[src/sbp_pkg.sv]
// constants and types shared by the parameter bank priority selector
package sbp_pkg;
	// ==========================================================
	// bank and stamp geometry
	localparam int NUM_BANKS = 8;
	localparam int BANK_IDX_W = 3;
	localparam int STAMP_W = 32;
	localparam int USED_W = 4;
	// ==========================================================
	// active-bank reset value and clamp limits of the used-bank count
	localparam logic [NUM_BANKS-1:0] ACTIVE_RST = 8'h01;
	localparam logic [USED_W-1:0] USED_MIN = 4'h1;
	localparam logic [USED_W-1:0] USED_MAX = 4'h8;
	// ==========================================================
	// bit positions of the single-source event pairs
	localparam int EV_REMOTE = 0;
	localparam int EV_LOCAL = 1;
	localparam int EV_FORCE = 2;
	localparam int EV_NOTCFG = 3;
	localparam int EV_FORCEFAIL = 4;
	localparam int EV_LOWER = 5;
	localparam int EV_W = 6;
	// ==========================================================
	// selection mode
	typedef enum logic {
		SBP_NORMAL,
		SBP_FORCED
	} sbp_mode_t;
endpackage

[src/sbp_edge.sv]
// rise and fall detector for a vector of levels
`timescale 1ns/1ps
module sbp_edge #(
	parameter int W = 8
) (
	input wire logic clk_in,
	input wire logic rst_in,
	input wire logic [W-1:0] lvl_in,
	output logic [W-1:0] rise_out,
	output logic [W-1:0] fall_out
);
	logic [W-1:0] prev_q;

	always_ff @(posedge clk_in or posedge rst_in) begin
		if (rst_in) begin
			prev_q <= '0;
		end else begin
			prev_q <= lvl_in;
		end
	end

	assign rise_out = lvl_in & ~prev_q;
	assign fall_out = ~lvl_in & prev_q;
endmodule

[src/sbp_stamp.sv]
// free-running time base for event stamping
`timescale 1ns/1ps
module sbp_stamp #(
	parameter int W = 32
) (
	input wire logic clk_in,
	input wire logic rst_in,
	output logic [W-1:0] stamp_out
);
	// wraps silently; consumers must handle rollover
	always_ff @(posedge clk_in or posedge rst_in) begin
		if (rst_in) begin
			stamp_out <= '0;
		end else begin
			stamp_out <= stamp_out + 1'b1;
		end
	end
endmodule

[src/sbp_bank_select.sv]
// priority selector for the active parameter bank with event output
//
// Functional notes
// RQ1: eight bank request inputs, each usable as pulse or static level.
// RQ2: fixed priority, bank 1 highest down to bank 8 lowest.
// RQ3: static bank 1 request makes every other request ignored.
// RQ4: static intermediate request ignores lower banks, still honours higher.
// RQ5: static bank 8 request blocks nothing.
// RQ6: every event is output with a time stamp.
// RQ7: events for bank enable/disable, request edges, active edges.
// RQ8: on/off events for remote, local and forced-change requests.
// RQ9: request to unconfigured bank is rejected, fail event raised then cleared.
// RQ10: request refused by forcing raises fail event, off event when over.
// RQ11: request losing to held higher static raises fail event and off.
// RQ12: pulse-selected bank stays active until another bank is requested; code also falls back to bank 1 when the active bank becomes unconfigured.
// RQ13: forced mode overrides automatic control until disabled.
// RQ14: simultaneous pulse requests select the highest-priority bank.
`timescale 1ns/1ps
module sbp_bank_select import sbp_pkg::*; #(
	parameter int STAMP_WIDTH = STAMP_W
) (
	input wire logic CLK_IN,
	input wire logic RST_IN,
	input wire logic [NUM_BANKS-1:0] BANK_REQ_IN,
	input wire logic [NUM_BANKS-1:0] BANK_STATIC_IN,
	input wire logic [USED_W-1:0] USED_BANKS_IN,
	input wire logic REMOTE_REQ_IN,
	input wire logic [BANK_IDX_W-1:0] REMOTE_BANK_IN,
	input wire logic LOCAL_REQ_IN,
	input wire logic [BANK_IDX_W-1:0] LOCAL_BANK_IN,
	input wire logic FORCE_EN_IN,
	input wire logic [USED_W-1:0] FORCE_BANK_IN,
	output logic [NUM_BANKS-1:0] ACTIVE_BANK_OUT,
	output logic FORCED_OUT,
	output logic EVT_VALID_OUT,
	output logic [STAMP_WIDTH-1:0] EVT_STAMP_OUT,
	output logic [NUM_BANKS-1:0] EVT_EN_ON_OUT,
	output logic [NUM_BANKS-1:0] EVT_EN_OFF_OUT,
	output logic [NUM_BANKS-1:0] EVT_REQ_ON_OUT,
	output logic [NUM_BANKS-1:0] EVT_REQ_OFF_OUT,
	output logic [NUM_BANKS-1:0] EVT_ACT_ON_OUT,
	output logic [NUM_BANKS-1:0] EVT_ACT_OFF_OUT,
	output logic [EV_W-1:0] EVT_MISC_ON_OUT,
	output logic [EV_W-1:0] EVT_MISC_OFF_OUT
);
	// ==========================================================
	// decoding helpers
	function automatic logic [NUM_BANKS-1:0] bank_onehot(
		input logic [BANK_IDX_W-1:0] idx,
		input logic en
	);
		bank_onehot = en ? (8'h01 << idx) : 8'h00;
	endfunction

	function automatic logic [BANK_IDX_W-1:0] first_set(
		input logic [NUM_BANKS-1:0] vec
	);
		first_set = 3'h0;
		for (int k = NUM_BANKS - 1; k >= 0; k--) begin
			if (vec[k]) begin
				first_set = BANK_IDX_W'(k);
			end
		end
	endfunction

	// ==========================================================
	// declarations
	sbp_mode_t mode_q;
	logic forced;
	logic [NUM_BANKS-1:0] active_q;
	logic [NUM_BANKS-1:0] active_d;
	logic [USED_W-1:0] used_c;
	logic [NUM_BANKS-1:0] cfg;
	logic [NUM_BANKS-1:0] hold;
	logic [NUM_BANKS-1:0] blocked;
	logic [NUM_BANKS-1:0] req_rise;
	logic [NUM_BANKS-1:0] req_fall;
	logic [NUM_BANKS-1:0] rem_oh;
	logic [NUM_BANKS-1:0] loc_oh;
	logic [NUM_BANKS-1:0] raw;
	logic [NUM_BANKS-1:0] cand;
	logic [NUM_BANKS-1:0] pick_oh;
	logic [NUM_BANKS-1:0] force_oh;
	logic force_ok;
	logic force_bad;
	logic [NUM_BANKS-1:0] cfg_rise;
	logic [NUM_BANKS-1:0] cfg_fall;
	logic [EV_W-1:0] lvl;
	logic [EV_W-1:0] lvl_rise;
	logic [EV_W-1:0] lvl_fall;
	logic [STAMP_WIDTH-1:0] stamp;
	logic [NUM_BANKS-1:0] act_on_d;
	logic [NUM_BANKS-1:0] act_off_d;
	logic any_evt;

	// ==========================================================
	// configuration and blocking
	// out-of-range counts are clamped rather than rejected
	assign used_c = (USED_BANKS_IN < USED_MIN) ? USED_MIN :
		(USED_BANKS_IN > USED_MAX) ? USED_MAX : USED_BANKS_IN;
	assign forced = (mode_q == SBP_FORCED);

	genvar gi;
	generate
		for (gi = 0; gi < NUM_BANKS; gi++) begin : g_bank
			assign cfg[gi] = (USED_W'(gi) < used_c);
			if (gi == NUM_BANKS - 1) begin : g_last
				assign hold[gi] = 1'b0; // RQ5
			end else begin : g_mid
				// RQ1
				assign hold[gi] = BANK_REQ_IN[gi] & BANK_STATIC_IN[gi] &
					cfg[gi];
			end
			if (gi == 0) begin : g_top
				assign blocked[gi] = 1'b0;
			end else begin : g_low
				assign blocked[gi] = |hold[gi-1:0]; // RQ3 RQ4
			end
		end
	endgenerate

	// ==========================================================
	// request gathering and priority pick
	assign rem_oh = bank_onehot(REMOTE_BANK_IN, REMOTE_REQ_IN);
	assign loc_oh = bank_onehot(LOCAL_BANK_IN, LOCAL_REQ_IN);
	// a static level keeps requesting every cycle, so it wins back
	// the selection as soon as a higher pulse has passed
	assign raw = req_rise | (BANK_REQ_IN & BANK_STATIC_IN) | rem_oh | loc_oh;
	assign cand = raw & cfg & ~blocked; // RQ3 RQ4 RQ5
	assign pick_oh = bank_onehot(first_set(cand), |cand); // RQ2 RQ14

	assign force_ok = (FORCE_BANK_IN != 4'h0) && (FORCE_BANK_IN <= used_c);
	assign force_bad = (FORCE_BANK_IN != 4'h0) && !force_ok;
	assign force_oh = bank_onehot(BANK_IDX_W'(FORCE_BANK_IN - 4'h1),
		force_ok);

	always_comb begin
		active_d = active_q;
		if ((active_q & cfg) == 8'h00) begin
			active_d = ACTIVE_RST;
		end else if (forced) begin
			if (force_ok) begin
				active_d = force_oh; // RQ13
			end
		end else if (|cand) begin
			active_d = pick_oh; // RQ2 RQ12 RQ14
		end
	end

	// ==========================================================
	// mode and active bank state
	always_ff @(posedge CLK_IN or posedge RST_IN) begin
		if (RST_IN) begin
			mode_q <= SBP_NORMAL;
		end else begin
			mode_q <= FORCE_EN_IN ? SBP_FORCED : SBP_NORMAL; // RQ13
		end
	end

	always_ff @(posedge CLK_IN or posedge RST_IN) begin
		if (RST_IN) begin
			active_q <= ACTIVE_RST;
		end else begin
			active_q <= active_d; // RQ12
		end
	end

	assign ACTIVE_BANK_OUT = active_q;
	assign FORCED_OUT = forced;

	// ==========================================================
	// edge detection of inputs and fail conditions
	sbp_edge #(.W(NUM_BANKS)) u_req_edge (
		.clk_in(CLK_IN),
		.rst_in(RST_IN),
		.lvl_in(BANK_REQ_IN),
		.rise_out(req_rise),
		.fall_out(req_fall)
	);

	sbp_edge #(.W(NUM_BANKS)) u_cfg_edge (
		.clk_in(CLK_IN),
		.rst_in(RST_IN),
		.lvl_in(cfg),
		.rise_out(cfg_rise),
		.fall_out(cfg_fall)
	);

	always_comb begin
		lvl = '0;
		lvl[EV_REMOTE] = REMOTE_REQ_IN; // RQ8
		lvl[EV_LOCAL] = LOCAL_REQ_IN; // RQ8
		lvl[EV_FORCE] = FORCE_EN_IN; // RQ8
		// clears again once the offending request is gone
		lvl[EV_NOTCFG] = forced ? force_bad : |(raw & ~cfg); // RQ9
		lvl[EV_FORCEFAIL] = forced & (|BANK_REQ_IN | REMOTE_REQ_IN |
			LOCAL_REQ_IN); // RQ10
		lvl[EV_LOWER] = ~forced & |(raw & cfg & blocked); // RQ11
	end

	sbp_edge #(.W(EV_W)) u_lvl_edge (
		.clk_in(CLK_IN),
		.rst_in(RST_IN),
		.lvl_in(lvl),
		.rise_out(lvl_rise),
		.fall_out(lvl_fall)
	);

	sbp_stamp #(.W(STAMP_WIDTH)) u_stamp (
		.clk_in(CLK_IN),
		.rst_in(RST_IN),
		.stamp_out(stamp)
	);

	// ==========================================================
	// event output, one flag per event, all sharing one stamp
	assign act_on_d = active_d & ~active_q;
	assign act_off_d = ~active_d & active_q;
	assign any_evt = |{cfg_rise[NUM_BANKS-1:1], cfg_fall[NUM_BANKS-1:1],
		req_rise, req_fall, act_on_d, act_off_d, lvl_rise, lvl_fall};

	always_ff @(posedge CLK_IN or posedge RST_IN) begin
		if (RST_IN) begin
			EVT_VALID_OUT <= 1'b0;
			EVT_STAMP_OUT <= '0;
			EVT_EN_ON_OUT <= '0;
			EVT_EN_OFF_OUT <= '0;
			EVT_REQ_ON_OUT <= '0;
			EVT_REQ_OFF_OUT <= '0;
			EVT_ACT_ON_OUT <= '0;
			EVT_ACT_OFF_OUT <= '0;
			EVT_MISC_ON_OUT <= '0;
			EVT_MISC_OFF_OUT <= '0;
		end else begin
			EVT_VALID_OUT <= any_evt;
			EVT_STAMP_OUT <= stamp; // RQ6
			// bank 1 can never be disabled, so it has no enable events
			EVT_EN_ON_OUT <= {cfg_rise[NUM_BANKS-1:1], 1'b0}; // RQ7
			EVT_EN_OFF_OUT <= {cfg_fall[NUM_BANKS-1:1], 1'b0}; // RQ7
			EVT_REQ_ON_OUT <= req_rise; // RQ7
			EVT_REQ_OFF_OUT <= req_fall; // RQ7
			EVT_ACT_ON_OUT <= act_on_d; // RQ7
			EVT_ACT_OFF_OUT <= act_off_d; // RQ7
			EVT_MISC_ON_OUT <= lvl_rise; // RQ8 RQ9 RQ10 RQ11
			EVT_MISC_OFF_OUT <= lvl_fall; // RQ8 RQ9 RQ10 RQ11
		end
	end
endmodule

[config.mk]
export PLATFORM = sky130hd
export DESIGN_NAME = sbp_bank_select
export DESIGN_NICKNAME = d
export VERILOG_FILES = /design/src/sbp_pkg.sv /design/src/sbp_edge.sv /design/src/sbp_stamp.sv /design/src/sbp_bank_select.sv
export SDC_FILE = /design/constraint.sdc
export NUM_CORES = 1
export LEC_CHECK = 0
export ABC_AREA = 1
export BUFFER_PORTS_ARGS = -buffer_cell sky130_fd_sc_hd__buf_2
export CAP_MARGIN = 25
export CORE_AREA = 2 2 115 117
export CTS_CLUSTER_DIAMETER = 50
export DETAILED_ROUTE_END_ITERATION = 10
export DIE_AREA = 0 0 117 119
export GPL_TIMING_DRIVEN = 0
export PLACE_DENSITY = 0.75
export SLEW_MARGIN = 25
export SYNTH_ARGS = -nofsm -noshare
export SYNTH_HDL_FRONTEND = slang
export SYNTH_HIERARCHICAL = 1
export SYNTH_SLANG_ARGS = --single-unit
[constraint.sdc]
create_clock -name CLK_IN -period 4.2 [get_ports CLK_IN]
set_input_delay 0.84 -clock CLK_IN [delete_from_list [all_inputs] [get_ports CLK_IN]]
set_output_delay 0.84 -clock CLK_IN [all_outputs]
set_load 0.005 [all_outputs]
==> impl_results.md <==
- Reg-to-Reg Start: u_req_edge/prev_q[4]
- Status: completed
- Antenna violations before repair: 0
- Hold Crit Class: in -> async
- I/O pin count: roughly 140
- Skew final: between 0.009 and 0.01 ns
- Crit-path most repeated cell: o21ai_0
- Area Overhead vs Synth: 21.75%
- Slew headroom: 53.21%
- M2 GR Usage: 39.52%
- RSZ-0062 raised after global routing: no
- # clock sinks: roughly 150
- Hpwl dp: 11,560 um
- CTS root buf: clkbuf_16
- CP max stage delay: between 0.5 and 0.6 ns
- Post-Syn Area: about 0.0068 sq mm
- Worst setup endpoint: EVT_VALID_OUT
- Routed len/inst: about 14 um
- CP startpoint kind: primary input
- Crit path max-delay family: simple AND/OR/NAND/NOR gates
- Pwr/cell area: between 400 and 500 mW/mm^2
- FF-to-FF End: EVT_VALID_OUT
- Crit path from: USED_BANKS_IN[2]
- CP arrival: about 3.9 ns
- Slowest CP cell: o31ai_1
- CTS tree: yes
- Final WL: 15,350 um
- Row Count: 42
- Number of global-route vias before repair: ~5,300
- Setup TNS: 0 ns
- Area post-placement: between 0.007 and 0.008 sq mm
- Die X: approximately 120 um
- Worst slew pin tran: 0.7009 ns
- Final setup violation count: 0
- Critical Path Stages: 15
- CTS Buffer Depth: 2
- R2R cell count: 14
- Design area: between 0.008 and 0.009 sq mm
- Final period util: a little under nine tenths
- Vias/cell: between 4 and 5
- IR Drop Worst-Case VDD: around 240 uV
- Maxcap violations: 0
- Crit path kind: in -> reg
- First-pass GRT wire length: about 25,000 um
- Fin. Hold Viols: 0
- DIE AREA: about 0.014 sq mm
- Initial Utilization: a little over half
- Reg2reg setup slack: around 1.3 ns
- Post-CTS Hold Buffers: 0
- GRT overflow: 0
- Pre-Repair DR Iteration Count: 5
- Met1 Track Usage GR: 29.80%
- Die Y: about 120 um
- Fin cells: 1,118
- Placed Instances: ~1,100
- Iteration-0 DRC Markers: between 300 and 400
- Maximum number of pins on one net before global-route repair: between 70 and 80
- Final worst path period need: roughly 3.6 ns
- Share of cells above drive strength 1: roughly a quarter
- Num CTS Buffers: 17
- Clk slew on worst S/H paths: approximately 0.060 ns
- Gr usage total: between 20% and 30%
- Post_cts resized: 0
- Max-slew violation count: 0
- H-tree levels: 4
- Crit Path Max Fanout: 5
- Final GP Congestion: 0.9461
- Data required, critical path: between 4 and 5 ns
- Nets: between 900 and 1,000
- Fmax: between 0.2 and 0.3 GHz
- Cell Chain, Critical Path: buf_2 > nor3_1 > o21ai_0 > ha_1 > a21oi_1 > o21ai_0 > o21ai_0 > o31ai_1 > nor2_1 > nor4_1 > nand3_1 > nor4_1 > nand4_1 > nor2_1 > nand2_1
- ANT cells: 0
- Grt met3 use: 5.903%
- Most Used Layer, Global Route: met2
- Worst skew pair latency: 0.43 ns
- DRC: 0
- Avg Cell Area, Syn: between 8 and 9 sq um
- Setup bufs post-CTS: 0
- Worst Path Buf+Inv: 1
- Mapped Cells: ~780
- Core Box Area: about 0.013 sq mm
- Via count: between 5,000 and 6,000
- Syn. warnings: 6
- Pleak: roughly 4.7 nW
- IO buf count: 133
- Crit end category: flip-flop
- Antenna viol nets, final: 0
## worst min path at each step
stage	start	end	slack (ns)	cells after the start
floorplan	u_stamp/stamp_out[31]	EVT_STAMP_OUT[31]	0.37	0
global placement	u_stamp/stamp_out[31]	EVT_STAMP_OUT[31]	0.39	0
detailed placement	u_stamp/stamp_out[31]	EVT_STAMP_OUT[31]	0.39	0
CTS	RST_IN	u_lvl_edge/prev_q[3]	0.39	2
global route	RST_IN	u_lvl_edge/prev_q[3]	0.42	2
finish	RST_IN	u_lvl_edge/prev_q[1]	0.41	2
## state kept, by name (all words and copies together) (netlist names)
| name | count |
|---|---|
| ACTIVE_BANK_OUT | 8 |
| EVT_ACT_OFF_OUT | 8 |
| EVT_ACT_ON_OUT | 8 |
| EVT_EN_OFF_OUT | 7 |
| EVT_EN_ON_OUT | 7 |
| EVT_MISC_OFF_OUT | 6 |
| EVT_MISC_ON_OUT | 6 |
| EVT_REQ_OFF_OUT | 8 |
| EVT_REQ_ON_OUT | 8 |
| EVT_STAMP_OUT | 32 |
| EVT_VALID_OUT | 1 |
| FORCED_OUT | 1 |
| u_cfg_edge/prev_q | 7 |
| u_lvl_edge/prev_q | 6 |
| u_req_edge/prev_q | 8 |
| u_stamp/stamp_out | 32 |
## cell type report
| class | count | area, sq um |
|---|---|---|
| plain buffers | 6 | 48.80 |
| clock buffers | 19 | 452.9 |
| clock inverters | 13 | 110.1 |
| fillers | 1085 | 4561 |
| inverters | 140 | 535.5 |
| multi-input cells | 477 | 2424 |
| flip-flops and latches | 153 | 3830 |
| well taps | 176 | 220.2 |
| repair buffers | 134 | 693.2 |
## worst register-to-register path: stages (launching register included)
cell      delay [ns]
dfrtp_1         0.37
nor2_1          0.25
a21oi_1         0.07
o211ai_1        0.17
o21ai_0         0.15
a31oi_1         0.17
o21ai_0         0.10
o31ai_1         0.15
nor2_1          0.14
nor4_1          0.34
nand3_1         0.15
nor4_1          0.41
nand4_1         0.17
nor2_1          0.12
nand2_1         0.06
## cells in the final DEF, fill, tap and decap left out, types with 12 or more instances in the layout
cell type / instances
a21oi_1: 12
nor2_1: 109
nand2_1: 186
o21ai_0: 21
nand3_1: 34
inv_1: 136
dfrtp_1: 152
buf_2: 133
clkbuf_16: 17
nor4_1: 12
## layer usage
metal  up-vias  wire [um]
met5         -          0
met4         0        331
met3        30        863
met2       163       7682
met1      2533       6469
li1       2703          -
## where the power goes
group | total [mW] | switching [mW] | internal [mW]
clock network | 1.43 | 0.626 | 0.801
registers | 1.59 | 0.0390 | 1.56
logic | 0.443 | 0.285 | 0.158
## through the flow
stage	utilization (%)	hold WS (ns)	worst slack [ns]	power [mW]
after CTS	64.58	0.3942	0.5944	3.489
after detailed placement	60.20	0.3949	0.2152	2.062
after floorplan	-	0.3741	0.7429	1.888
final	64.58	0.4074	0.6189	3.465
after global routing	64.58	0.4190	0.3675	3.631
after global placement	59.95	0.3929	-0.3898	2.052
Note: power is estimated with default switching activity, not from simulation.
